## src/pkg/port_io_consts.svh

```systemverilog
// Register offsets, field positions, reset values and bit-address layout of the port block
`ifndef PORT_IO_CONSTS_SVH
`define PORT_IO_CONSTS_SVH

// Register offsets on the special function register bus
`define ADDR_PORT_ZERO 8'h80
`define ADDR_PORT_ONE 8'h90
`define ADDR_PORT_ZERO_MASK 8'hc1
`define ADDR_PORT_ZERO_VALUE 8'hc2
`define ADDR_PORT_ONE_MASK 8'hc3
`define ADDR_PORT_ONE_VALUE 8'hc4
`define ADDR_CROSSBAR_ONE 8'he2
`define ADDR_EXT_IRQ_EN_ONE 8'he6

// Crossbar control field positions
`define XBR_PULLUP_OFF_BIT 7
`define XBR_ON_BIT 6
`define XBR_ROUTE_HI 1
`define XBR_ROUTE_LO 0
// Bit 2 is reserved and reads zero
`define XBR_WRITE_MASK 8'hfb

// Extended interrupt enable field position
`define EIE_MATCH_BIT 7

// Reset values
`define PORT_LATCH_RESET 8'hff
`define COMPARE_MASK_RESET 8'h00
`define COMPARE_VALUE_RESET 8'h00
`define XBR_RESET 8'h00
`define EIE_RESET 8'h00

// Bit address: upper five bits pick the byte, lower three the bit
`define BIT_BYTE_HI 7
`define BIT_BYTE_LO 3
`define BIT_IDX_HI 2

// Route field codes
`define ROUTE_NONE 2'h0
`define ROUTE_CH0 2'h1
`define ROUTE_CH01 2'h2
`define ROUTE_CH012 2'h3

`endif

```

## src/pkg/port_io_pkg.sv

```systemverilog
// Types shared by the port block
package port_io_pkg;

    // Register selected by an address
    typedef enum logic [3:0] {
        SEL_NONE,
        SEL_PORT_ZERO,
        SEL_PORT_ONE,
        SEL_ZERO_MASK,
        SEL_ZERO_VALUE,
        SEL_ONE_MASK,
        SEL_ONE_VALUE,
        SEL_CROSSBAR,
        SEL_EXT_IRQ_EN
    } sfr_sel_t;

    // Internal oscillator state
    typedef enum logic {
        OSC_RUN,
        OSC_SUSPENDED
    } osc_state_t;

endpackage : port_io_pkg

```

## src/rtl/crossbar_route.sv

```systemverilog
// Crossbar for port zero: counter channel outputs or the general-purpose latch
`timescale 1ns/1ps
`include "port_io_consts.svh"

module crossbar_route #(
    parameter int WIDTH = 8,
    parameter int CHANNELS = 3
) (
    // Configuration
    input wire logic crossbar_on,
    input wire logic [1:0] counter_array_pin_route,
    // Sources
    input wire logic [WIDTH-1:0] latch,
    input wire logic [CHANNELS-1:0] channel_out,
    // Pin drive
    output logic [WIDTH-1:0] pin_value,
    output logic [WIDTH-1:0] pin_drive
);

    logic [WIDTH-1:0] assigned;

    // Refuse sizes the route field cannot serve
    if (CHANNELS != 3 || WIDTH < CHANNELS) begin : g_size_check
        $error("crossbar_route: needs three channels and at least three pins");
    end

    always_comb begin
        assigned = '0;
        if (crossbar_on) begin
            unique case (counter_array_pin_route)
                `ROUTE_NONE: assigned = '0;
                `ROUTE_CH0: assigned[0] = 1'b1;
                `ROUTE_CH01: assigned[1:0] = 2'h3;
                `ROUTE_CH012: assigned[2:0] = 3'h7;
            endcase
        end
    end

    for (genvar i = 0; i < WIDTH; i++) begin : g_pin
        if (i < CHANNELS) begin : g_shared
            assign pin_value[i] = assigned[i] ? channel_out[i] : latch[i];
            assign pin_drive[i] = assigned[i] ? 1'b1 : ~latch[i];
        end else begin : g_plain
            assign pin_value[i] = latch[i];
            assign pin_drive[i] = ~latch[i];
        end
    end

endmodule : crossbar_route

```

## src/rtl/match_detect.sv

```systemverilog
// Masked pattern mismatch detector for one port
`timescale 1ns/1ps

module match_detect #(
    parameter int WIDTH = 8
) (
    // Pin levels and compare setup
    input wire logic [WIDTH-1:0] pins,
    input wire logic [WIDTH-1:0] compare_mask,
    input wire logic [WIDTH-1:0] compare_value,
    // Result
    output logic mismatch
);

    // Refuse a width the logic cannot serve
    if (WIDTH < 1) begin : g_width_check
        $error("match_detect: WIDTH must be at least 1");
    end

    always_comb begin
        mismatch = |((pins ^ compare_value) & compare_mask);
    end

endmodule : match_detect

```

## src/rtl/port_io_top.sv

```systemverilog
// Two 8-bit ports with latches, crossbar control and masked pattern match
`timescale 1ns/1ps
`include "port_io_consts.svh"

module port_io_top
    import port_io_pkg::*;
#(
    parameter int WIDTH = 8
) (
    // Clock and reset
    input wire logic ref_clk,
    input wire logic sys_rst,
    // Byte access
    input wire logic [7:0] sfr_addr,
    input wire logic [WIDTH-1:0] sfr_wdata,
    input wire logic sfr_wr,
    input wire logic sfr_rd,
    input wire logic sfr_rmw,
    output logic [WIDTH-1:0] sfr_rdata,
    // Bit access
    input wire logic [7:0] sfr_bit_addr,
    input wire logic sfr_bit_wdata,
    input wire logic sfr_bit_wr,
    // Port zero pins
    input wire logic [WIDTH-1:0] port_zero_in,
    input wire logic [WIDTH-1:0] port_zero_analog,
    output logic [WIDTH-1:0] port_zero_out,
    output logic [WIDTH-1:0] port_zero_oe,
    output logic [WIDTH-1:0] port_zero_pullup,
    // Port one pins
    input wire logic [WIDTH-1:0] port_one_in,
    input wire logic [WIDTH-1:0] port_one_analog,
    output logic [WIDTH-1:0] port_one_out,
    output logic [WIDTH-1:0] port_one_oe,
    output logic [WIDTH-1:0] port_one_pullup,
    // Counter array channel outputs
    input wire logic counter_channel0_out,
    input wire logic counter_channel1_out,
    input wire logic counter_channel2_out,
    // Match and oscillator
    input wire logic suspend_req,
    output logic match_event,
    output logic match_irq_request,
    output logic osc_running
);

    logic [WIDTH-1:0] port_zero;
    logic [WIDTH-1:0] port_one;
    logic [WIDTH-1:0] port_zero_compare_mask;
    logic [WIDTH-1:0] port_zero_compare_value;
    logic [WIDTH-1:0] port_one_compare_mask;
    logic [WIDTH-1:0] port_one_compare_value;
    logic [7:0] crossbar_control_one;
    logic [7:0] extended_irq_enable_one;
    logic mismatch_zero;
    logic mismatch_one;
    logic mismatch_any;
    logic [WIDTH-1:0] route_value;
    logic [WIDTH-1:0] route_drive;
    sfr_sel_t byte_sel;
    sfr_sel_t bit_sel;
    logic [2:0] bit_idx;
    osc_state_t osc_state;
    osc_state_t next_osc_state;

    // Refuse widths the byte registers cannot serve
    if (WIDTH != 8) begin : g_width_check
        $error("port_io_top: WIDTH must be 8");
    end

    // Register select from a byte address
    function automatic sfr_sel_t decode(input logic [7:0] addr);
        unique case (addr)
            `ADDR_PORT_ZERO: decode = SEL_PORT_ZERO;
            `ADDR_PORT_ONE: decode = SEL_PORT_ONE;
            `ADDR_PORT_ZERO_MASK: decode = SEL_ZERO_MASK;
            `ADDR_PORT_ZERO_VALUE: decode = SEL_ZERO_VALUE;
            `ADDR_PORT_ONE_MASK: decode = SEL_ONE_MASK;
            `ADDR_PORT_ONE_VALUE: decode = SEL_ONE_VALUE;
            `ADDR_CROSSBAR_ONE: decode = SEL_CROSSBAR;
            `ADDR_EXT_IRQ_EN_ONE: decode = SEL_EXT_IRQ_EN;
            default: decode = SEL_NONE;
        endcase
    endfunction : decode

    // Address decode for byte and bit access
    assign byte_sel = decode(sfr_addr);
    assign bit_sel = decode({sfr_bit_addr[`BIT_BYTE_HI:`BIT_BYTE_LO], 3'h0});
    assign bit_idx = sfr_bit_addr[`BIT_IDX_HI:0];

    // single-bit write touches one latch bit
    always_ff @(posedge ref_clk) begin
        if (sys_rst) begin
            port_zero <= `PORT_LATCH_RESET;
            port_one <= `PORT_LATCH_RESET;
        end else if (sfr_wr) begin
            if (byte_sel == SEL_PORT_ZERO) begin
                port_zero <= sfr_wdata;
            end
            if (byte_sel == SEL_PORT_ONE) begin
                port_one <= sfr_wdata;
            end
        end else if (sfr_bit_wr) begin
            if (bit_sel == SEL_PORT_ZERO) begin
                port_zero[bit_idx] <= sfr_bit_wdata;
            end
            if (bit_sel == SEL_PORT_ONE) begin
                port_one[bit_idx] <= sfr_bit_wdata;
            end
        end
    end

    // Compare setup registers
    always_ff @(posedge ref_clk) begin
        if (sys_rst) begin
            port_zero_compare_mask <= `COMPARE_MASK_RESET;
            port_zero_compare_value <= `COMPARE_VALUE_RESET;
            port_one_compare_mask <= `COMPARE_MASK_RESET;
            port_one_compare_value <= `COMPARE_VALUE_RESET;
        end else if (sfr_wr) begin
            if (byte_sel == SEL_ZERO_MASK) begin
                port_zero_compare_mask <= sfr_wdata;
            end
            if (byte_sel == SEL_ZERO_VALUE) begin
                port_zero_compare_value <= sfr_wdata;
            end
            if (byte_sel == SEL_ONE_MASK) begin
                port_one_compare_mask <= sfr_wdata;
            end
            if (byte_sel == SEL_ONE_VALUE) begin
                port_one_compare_value <= sfr_wdata;
            end
        end
    end

    // Crossbar and interrupt enable registers
    always_ff @(posedge ref_clk) begin
        if (sys_rst) begin
            crossbar_control_one <= `XBR_RESET;
            extended_irq_enable_one <= `EIE_RESET;
        end else if (sfr_wr) begin
            if (byte_sel == SEL_CROSSBAR) begin
                crossbar_control_one <= sfr_wdata & `XBR_WRITE_MASK;
            end
            if (byte_sel == SEL_EXT_IRQ_EN) begin
                extended_irq_enable_one <= sfr_wdata;
            end
        end
    end

    // Read data, one cycle after the strobe
    // plain read returns pin levels
    always_ff @(posedge ref_clk) begin
        if (sys_rst) begin
            sfr_rdata <= 8'h00;
        end else if (sfr_rd) begin
            unique case (byte_sel)
                SEL_PORT_ZERO: sfr_rdata <= sfr_rmw ? port_zero : port_zero_in;
                SEL_PORT_ONE: sfr_rdata <= sfr_rmw ? port_one : port_one_in;
                SEL_ZERO_MASK: sfr_rdata <= port_zero_compare_mask;
                SEL_ZERO_VALUE: sfr_rdata <= port_zero_compare_value;
                SEL_ONE_MASK: sfr_rdata <= port_one_compare_mask;
                SEL_ONE_VALUE: sfr_rdata <= port_one_compare_value;
                SEL_CROSSBAR: sfr_rdata <= crossbar_control_one;
                SEL_EXT_IRQ_EN: sfr_rdata <= extended_irq_enable_one;
                SEL_NONE: sfr_rdata <= 8'h00;
            endcase
        end
    end

    match_detect #(
        .WIDTH(WIDTH)
    ) u_match_zero (
        .pins(port_zero_in),
        .compare_mask(port_zero_compare_mask),
        .compare_value(port_zero_compare_value),
        .mismatch(mismatch_zero)
    );

    match_detect #(
        .WIDTH(WIDTH)
    ) u_match_one (
        .pins(port_one_in),
        .compare_mask(port_one_compare_mask),
        .compare_value(port_one_compare_value),
        .mismatch(mismatch_one)
    );

    assign mismatch_any = mismatch_zero | mismatch_one;

    // Counter channels share port zero low pins
    crossbar_route #(
        .WIDTH(WIDTH),
        .CHANNELS(3)
    ) u_route (
        .crossbar_on(crossbar_control_one[`XBR_ON_BIT]),
        .counter_array_pin_route(crossbar_control_one[`XBR_ROUTE_HI:`XBR_ROUTE_LO]),
        .latch(port_zero),
        .channel_out({counter_channel2_out, counter_channel1_out, counter_channel0_out}),
        .pin_value(route_value),
        .pin_drive(route_drive)
    );

    // Registered pin drive
    // crossbar result drives port zero, latch drives port one
    always_ff @(posedge ref_clk) begin
        if (sys_rst) begin
            port_zero_out <= `PORT_LATCH_RESET;
            port_zero_oe <= 8'h00;
            port_one_out <= `PORT_LATCH_RESET;
            port_one_oe <= 8'h00;
        end else begin
            port_zero_out <= route_value;
            port_zero_oe <= route_drive;
            port_one_out <= port_one;
            port_one_oe <= ~port_one;
        end
    end

    // pull-ups off globally or on analog pins
    always_ff @(posedge ref_clk) begin
        if (sys_rst) begin
            port_zero_pullup <= 8'h00;
            port_one_pullup <= 8'h00;
        end else if (crossbar_control_one[`XBR_PULLUP_OFF_BIT]) begin
            port_zero_pullup <= 8'h00;
            port_one_pullup <= 8'h00;
        end else begin
            port_zero_pullup <= ~port_zero_analog;
            port_one_pullup <= ~port_one_analog;
        end
    end

    // enable bit 7 gates the request
    always_ff @(posedge ref_clk) begin
        if (sys_rst) begin
            match_event <= 1'b0;
            match_irq_request <= 1'b0;
        end else begin
            match_event <= mismatch_any;
            match_irq_request <= mismatch_any & extended_irq_enable_one[`EIE_MATCH_BIT];
        end
    end

    // suspend holds until a match wakes
    always_comb begin
        next_osc_state = osc_state;
        unique case (osc_state)
            OSC_RUN: begin
                if (suspend_req && !mismatch_any) begin
                    next_osc_state = OSC_SUSPENDED;
                end
            end
            OSC_SUSPENDED: begin
                if (mismatch_any) begin
                    next_osc_state = OSC_RUN;
                end
            end
        endcase
    end

    // Oscillator state and its run flag
    always_ff @(posedge ref_clk) begin
        if (sys_rst) begin
            osc_state <= OSC_RUN;
            osc_running <= 1'b1;
        end else begin
            osc_state <= next_osc_state;
            osc_running <= (next_osc_state == OSC_RUN);
        end
    end

    a_byte_write_latch: assert property (
        @(posedge ref_clk) disable iff (sys_rst)
        (sfr_wr && byte_sel == SEL_PORT_ONE) ##2 1'b1 |->
        port_one_out == $past(sfr_wdata, 2)
    ) else $error("port one pins do not follow the written byte");

    a_pin_read_value: assert property (
        @(posedge ref_clk) disable iff (sys_rst)
        (sfr_rd && !sfr_rmw && byte_sel == SEL_PORT_ZERO) |=> sfr_rdata == $past(port_zero_in)
    ) else $error("plain read did not return pin levels");

    a_rmw_read_latch: assert property (
        @(posedge ref_clk) disable iff (sys_rst)
        (sfr_rd && sfr_rmw && byte_sel == SEL_PORT_ONE) |=> sfr_rdata == $past(port_one)
    ) else $error("read-modify-write read did not return the latch");

    a_bit_write_one: assert property (
        @(posedge ref_clk) disable iff (sys_rst)
        (!sfr_wr && sfr_bit_wr && bit_sel == SEL_PORT_ZERO) |=>
        port_zero[$past(bit_idx)] == $past(sfr_bit_wdata) &&
        (port_zero ^ $past(port_zero)) == ((port_zero ^ $past(port_zero)) &
        (8'h01 << $past(bit_idx)))
    ) else $error("bit write changed the wrong latch bits");

    a_match_event_cause: assert property (
        @(posedge ref_clk) disable iff (sys_rst)
        ##1 match_event == $past(|((port_zero_in ^ port_zero_compare_value) &
        port_zero_compare_mask) | |((port_one_in ^ port_one_compare_value) &
        port_one_compare_mask))
    ) else $error("match event does not follow the masked compare");

    a_irq_gate_enable: assert property (
        @(posedge ref_clk) disable iff (sys_rst)
        match_irq_request |-> match_event && $past(extended_irq_enable_one[7])
    ) else $error("match request raised while enable was clear");

    a_wake_on_match: assert property (
        @(posedge ref_clk) disable iff (sys_rst)
        (!osc_running && mismatch_any) |=> osc_running
    ) else $error("match did not wake the oscillator");

    a_suspend_holds: assert property (
        @(posedge ref_clk) disable iff (sys_rst)
        (osc_running && suspend_req && !mismatch_any) ##1 (!mismatch_any)[*2] |=> !osc_running
    ) else $error("oscillator restarted without a wake event");

    a_crossbar_off_gpio: assert property (
        @(posedge ref_clk) disable iff (sys_rst)
        $past(!crossbar_control_one[6]) |-> port_zero_out == $past(port_zero)
    ) else $error("peripheral reached a pin while crossbar was off");

    a_route_channel_zero: assert property (
        @(posedge ref_clk) disable iff (sys_rst)
        $past(crossbar_control_one[6] && crossbar_control_one[1:0] == 2'h1) |->
        port_zero_out[0] == $past(counter_channel0_out) && port_zero_out[1] == $past(port_zero[1])
    ) else $error("route code one did not route only channel zero");

    a_pullup_off_all: assert property (
        @(posedge ref_clk) disable iff (sys_rst)
        $past(crossbar_control_one[7]) |-> port_zero_pullup == 8'h00 && port_one_pullup == 8'h00
    ) else $error("pull-ups still on after global disable");

endmodule : port_io_top

```

## config.mk

```make
export PLATFORM = sky130hd
export DESIGN_NAME = port_io_top
export DESIGN_NICKNAME = d
export VERILOG_FILES = /design/src/pkg/port_io_pkg.sv /design/src/rtl/crossbar_route.sv /design/src/rtl/match_detect.sv /design/src/rtl/port_io_top.sv
export VERILOG_INCLUDE_DIRS = /design/src /design/src/pkg
export SDC_FILE = /design/constraint.sdc
export NUM_CORES = 1
export LEC_CHECK = 0
export BUFFER_PORTS_ARGS = -buffer_cell sky130_fd_sc_hd__buf_2
export CAP_MARGIN = 10
export CORE_ASPECT_RATIO = 1.75
export CORE_MARGIN = 8
export CORE_UTILIZATION = 58
export DETAILED_ROUTE_END_ITERATION = 8
export HOLD_SLACK_MARGIN = 0.12
export PLACE_DENSITY = 0.85
export SETUP_SLACK_MARGIN = 0.4
export SYNTH_ARGS = -nofsm -noshare
export SYNTH_HDL_FRONTEND = slang
export SYNTH_HIERARCHICAL = 1
export SYNTH_SLANG_ARGS = --single-unit
export TNS_END_PERCENT = 1
```

## constraint.sdc

```tcl
create_clock -name ref_clk -period 3.7 [get_ports ref_clk]
set_input_delay 0.37 -clock ref_clk [delete_from_list [all_inputs] [get_ports ref_clk]]
set_output_delay 0.37 -clock ref_clk [all_outputs]
set_load 0.01 [all_outputs]
```

### Word-level counts from Yosys, hierarchy flattened

Index checks and enable logic that the tools add are counted.

| word-level totals | value |
|---|---|
| flip-flop bits (word level) | 123 |
| input port bits | 67 |
| output and inout bits | 59 |
| word-level logic and storage cells | 116 |

| cells by class | value |
|---|---|
| magnitude comparators | 2 |
| equality and inequality tests | 25 |
| mux-type cells | 30 |
| bitwise operators | 19 |
| reduce and logical (&&, ||, !) cells | 21 |

Operators with widths:

| operator | count |
|---|---|
| 2-to-1 mux 8 bit | 10 |
| case mux 8 bit (9 select lines) | 1 |
| equality test 8 bit, second input constant | 8 |
| case mux 4 bit (8 select lines) | 1 |
| NOT 8 bit | 3 |
| bitwise AND 8 bit | 2 |
| bitwise mux 8 bit | 2 |
| equality test 4 x 3 -> 1 bit, second input constant | 4 |
| OR reduction 8 bit | 2 |
| XOR 8 bit | 2 |
| equality test 4 x 2 -> 1 bit, second input constant | 3 |
| AND reduction 2 bit | 6 |
| 2-to-1 mux 1 bit | 11 |
| equality test 5 bit, second input constant | 2 |
| NOT 1 bit | 10 |
| equality test 4 x 1 -> 1 bit, second input constant | 2 |
| AND reduction 3 bit | 2 |
| nonzero test 2 bit | 3 |
| equality test 2 bit, second input constant | 2 |
| equality test 4 bit, second input constant | 1 |
| logical NOT 4 bit | 1 |
| less-than comparator 3 x 4 -> 1 bit, second input constant | 1 |
| != test 2 x 1 -> 1 bit, second input constant | 2 |
| case mux 1 bit (2 select lines) | 2 |
| other kinds (12) | 14 |

### Logic depth before layout (Yosys ltp)

| depth | value |
|---|---|
| depth in word-level cells | 9 |
| gate-level depth with buffers | 7 |
| mapped depth without buffers | 7 |

### Modules after synthesis

Netlist, hierarchy kept.

By module, submodules not included:

| module | instances | cells an instance | area an instance (um^2) |
|---|---|---|---|
| port_io_top | 1 | 539 | 5,074.9 |
| match_detect | 2 | 13 | 106.4 |
| crossbar_route | 1 | 19 | 131.4 |

### Worst setup path after synthesis

Ideal clock, no wire load.

| path | value |
|---|---|
| path kind | in2reg |
| start | in sfr_addr[2] |
| end | reg port_zero_compare_value[0] |
| setup time | 128 ps |
| arrival | 1,759 ps |
| setup slack | 1,814 ps |
| stages on the path | 6 |
| path buffers | 2 |
| cell sequence | buf_6 > or4b_1 > buf_2 > nor3_4 > mux2i_1 > nor2_1 |

| between the ends | value |
|---|---|
| longest elaborated chain between the ends | 4 |
| elaborated cells on any way between the ends | 11 |
| classes of those cells | eq/ne (9); mux (1); reduce/logical (1) |

RTL lines:

| item | line | text |
|---|---|---|
| start, declared | port_io_top.sv:14 | `input wire logic [7:0] sfr_addr,` |
| equality test 8 bit | port_io_top.sv:73 | `unique case (addr)` |
| case mux 4 bit (8 select lines) (*) | port_io_top.sv:73 |  |
| equality test 4 x 3 -> 1 bit (*) | port_io_top.sv:124 | `if (byte_sel == SEL_ZERO_VALUE) begin` |
| AND reduction 2 bit (no source line) (*) | n/a |  |
| end signal, assigned | port_io_top.sv:117 | `` port_zero_compare_value <= `COMPARE_VALUE_RESET; `` |
| end signal, assigned | port_io_top.sv:125 | `port_zero_compare_value <= sfr_wdata;` |
| end, declared | port_io_top.sv:50 | `logic [WIDTH-1:0] port_zero_compare_value;` |

Mark *: on every way between the ends. The rest lies on a longest branch, timed or not.
A chain may end at the register's enable or synchronous reset.

### Final worst setup path

| path | value |
|---|---|
| start | in sfr_addr[0] |
| end | reg crossbar_control_one[0] |

| between the ends | value |
|---|---|
| longest elaborated chain between the ends | 4 |
| elaborated cells on any way between the ends | 11 |
| classes of those cells | eq/ne (9); mux (1); reduce/logical (1) |

RTL lines:

| item | line | text |
|---|---|---|
| equality test 8 bit | port_io_top.sv:73 |  |
| case mux 4 bit (8 select lines) (*) | port_io_top.sv:73 |  |
| equality test 4 x 3 -> 1 bit (*) | port_io_top.sv:142 | `if (byte_sel == SEL_CROSSBAR) begin` |
| AND reduction 2 bit (no source line) (*) | n/a |  |
| end signal, assigned | port_io_top.sv:139 | `` crossbar_control_one <= `XBR_RESET; `` |
| end signal, assigned | port_io_top.sv:143 | `` crossbar_control_one <= sfr_wdata & `XBR_WRITE_MASK; `` |
| end, declared | port_io_top.sv:53 | `logic [7:0] crossbar_control_one;` |

Marked as above.

==> flow_metrics.py <==
metrics = {
    "run_status": {
        "run_status": "completed",
    },
    "power": {
        "p_leak_nw": 2.98,
        "p_per_area_mw_per_mm2": 489,
        "max-vdd-ir-drop_mv": 0.365,
    },
    "sta": {
        "whs_ns": 0.255,
        "worst_pin_slew_ns": 0.789,
        "fin_crit_ns": 2.00,
        "setup-violations-final": 0,
        "relSlewSlack_pct": 47.1,
        "max_freq_ghz": 0.499,
        "rsz0062_at_grt": "no",
        "finalHoldViolations": 0,
        "fin_crit_sh_pct": 54.2,
        "fin_worst_skew_ns": 0.00737,
        "slew_viol_final": 0,
        "tns_ns": 0,
    },
    "die": {
        "rows": 46,
        "floorplan.core_area_mm2": 0.00909,
        "die_h_um": 144,
        "ios": 126,
        "die_w_um": 89.1,
        "initial_core_util_pct": 59.6,
        "dieArea_mm2": 0.0128,
    },
    "setup_path": {
        "path_max_fanout": 17,
        "cp_top_family": "simple AND/OR/NAND/NOR gates",
        "cpPeakStageDelay_ns": 0.70,
        "crit_buf_inv": 1,
        "cp-start-kind": "input port",
        "path_class": "in -> reg",
        "worstPathRequired_ns": 3.98,
        "cpMaxStageDelayCell": "or3b_1",
        "worstPathCellList": "buf_2 -> or3b_1 -> nor4_4 -> mux2i_1 -> nor2_1",
        "cp-end-kind": "flip-flop",
        "arrival_ns": 2.28,
    },
    "global_routing": {
        "grt_max_degree": 74,
        "grtUsageTotal_pct": 29.1,
        "grt_first_pass_wirelength_um": 27300,
        "antenna_found_initial": 0,
        "gr-total-overflow": 0,
        "grt_pass1_vias": 5085,
    },
    "detailed_routing": {
        "wire_per_inst_um": 21.9,
        "drt_iter0_drc": 393,
        "vias": 4997,
        "ant_nets": 0,
        "routed_wl_um": 18200,
        "viasPerCell": 6.03,
        "post-route-drc-count": 0,
        "firstDrtPassIters": 5,
    },
    "logic_synthesis": {
        "synth_nets": 651,
        "ys_ff_latch": 123,
        "synthArstFlopShare_pct": 0,
        "synthesis.area_mm2": 0.00542,
        "synth_cell_type_count": 53,
        "syn_inst": 584,
        "synth_edf_count": 0,
        "synth_top_flop_cell": "dfxtp_1",
        "ys_seq_area_share_pct": 45.4,
        "ys_warn_count": 6,
        "syn_avg_cell_area_um2": 9.28,
    },
    "cts": {
        "clk_latency_ns": 0.42,
        "cts_buffer_depth": 2,
        "post_cts_buffers": 0,
        "numCtsBuffers": 17,
        "clockRootBuffer": "clkbuf_16",
        "path_clk_slew_ns": 0.06,
        "clock-sinks": 123,
        "cts_tree": "built",
        "h-tree-depth": 4,
        "ctsHoldBuffers": 16,
        "ctsResizeCount": 0,
    },
    "min_path": {
        "hold_class": "in -> reg",
    },
    "run": {
        "max_cap_violations": 0,
    },
    "cells_and_area": {
        "layout.nets": 763,
        "drive_gt1_share_pct": 24.7,
        "final_area_mm2": 0.00675,
        "antenna_cells": 0,
        "n_fill_cell": 704,
        "syn2layout_area_growth_pct": 24.5,
    },
    "placed_design": {
        "place_congestion": 0.934,
        "hpwl_um": 13000,
        "placed_area_mm2": 0.00597,
        "portBuffers": 125,
    },
}
[area by class of cell]
class                   instances  area [µm²]  share of cell area [%]
clock buffers                  23         478                    7.08
clock inverters                 9         136                    2.02
inverters                      25        93.8                    1.39
multi-input cells             387        2640                    39.0
flip-flops and latches        123        2460                    36.5
well taps                     120         150                    2.22
repair buffers                142         793                    11.8
[layout by cell type, fill, tap and decap left out, drive strengths merged, types with 3 or more instances in the layout]
cell,instances
buf,126
dfxtp,123
nor2,83
mux2i,69
inv,25
clkbuf,23
nand2,22
o211ai,17
o21ai,17
dlygate4sd3,16
xor2,16
a22oi,15
nor3,15
nor2b,14
a31oi,13
a21oi,11
or2,9
nand3b,8
nand4,8
o2111ai,8
a22o,7
a211o,7
o22ai,6
nor4,5
nand2b,4
and4,4
clkinv,4
and3,3
bufinv,3
mux2,3
or3b,3
[through the flow]
| step | cells | util (%) | power, mW | setup slack [ns] |
|---|---|---|---|---|
| floorplan | 584 | - | 1.50 | 1.81 |
| global placement | 781 | 65.7 | 1.59 | 1.38 |
| detailed placement | 781 | 65.7 | 1.59 | 1.30 |
| CTS | 829 | 74.2 | 3.30 | 1.74 |
| global route | 829 | 74.2 | 3.39 | 1.59 |
| finish | 829 | 74.2 | 3.30 | 1.70 |
[cells in the mapped netlist (2+ instances only)]
master / instances / area, µm²
and3_1: 3 / 18.8
a21oi_1: 11 / 55.1
a211o_1: 7 / 61.3
nand4_1: 8 / 50.1
o21ai_0: 16 / 80.1
a211oi_1: 2 / 15.0
a31oi_1: 13 / 81.3
o211ai_1: 17 / 128
nand2_1: 22 / 82.6
clkbuf_1: 29 / 109
nor3b_1: 2 / 15.0
a22o_1: 7 / 61.3
or2_2: 9 / 56.3
nor2b_1: 14 / 87.6
mux2i_1: 69 / 691
nor4b_1: 2 / 17.5
buf_2: 2 / 10.0
dfxtp_1: 123 / 2460
inv_1: 24 / 90.1
or3b_2: 2 / 17.5
buf_6: 3 / 33.8
and2_1: 2 / 12.5
buf_4: 5 / 37.5
xor2_1: 16 / 140
nor2_1: 82 / 308
nand2b_1: 4 / 25.0
nor3_4: 2 / 32.5
o2111ai_1: 8 / 70.1
nor3_1: 13 / 65.1
a41oi_1: 2 / 17.5
a22oi_1: 15 / 113
o22ai_1: 6 / 37.5
buf_1: 10 / 37.5
nand3b_1: 8 / 60.1
and4_1: 4 / 35.0
nor4_1: 3 / 18.8
mux2_4: 3 / 45.0
[state kept, by name (all words and copies together) (netlist names), 7 cells and up]
| register | count |
|---|---|
| port_one_pullup | 8 |
| extended_irq_enable_one | 8 |
| port_one_compare_value | 8 |
| port_one | 8 |
| port_one_out | 8 |
| port_one_compare_mask | 8 |
| port_zero_pullup | 8 |
| port_zero_compare_mask | 8 |
| sfr_rdata | 8 |
| crossbar_control_one | 7 |
| port_zero_oe | 8 |
| port_one_oe | 8 |
| port_zero_compare_value | 8 |
| port_zero | 8 |
| port_zero_out | 8 |
[layer usage]
| metal | GRT usage (%) | wire, µm | vias up |
|---|---|---|---|
| met5 | 0 | 0 | - |
| met1 | 27.8 | 6220 | 2372 |
| met3 | 6.58 | 1410 | 63 |
| met4 | 22.4 | 1130 | 0 |
| li1 | - | - | 2290 |
| met2 | 51.5 | 9440 | 272 |
[report_power, final]
group	internal [mW]	switching [mW]	total (mW)
Clock	1.12	0.597	1.71
Sequential	1.34	0.00810	1.35
Combinational	0.0857	0.149	0.235
Total	2.54	0.754	3.30
[worst paths after layout]
path	from	end	slack [ns]	cells after the start
worst max-delay path	sfr_addr[0]	crossbar_control_one[0]	1.70	5
worst min-delay path	suspend_req	osc_state	0.26	3
worst max register to register	port_zero_compare_value[2]	osc_running	1.99	7
worst min register to register	port_one[4]	port_one_oe[4]	0.46	1
[kinds of logic after synthesis]
family / share of synthesized area [%]
compound gates: 14.0
mux: 13.6
buf+inv: 5.93
simple gates: 18.5
xor+xnor: 2.59
flops: 45.4
[worst min-delay path: stages]
cell,delay [ns]
buf_2,0.07
o21ai_0,0.08
nor2_1,0.11
(Power assumes the default switching activity.)
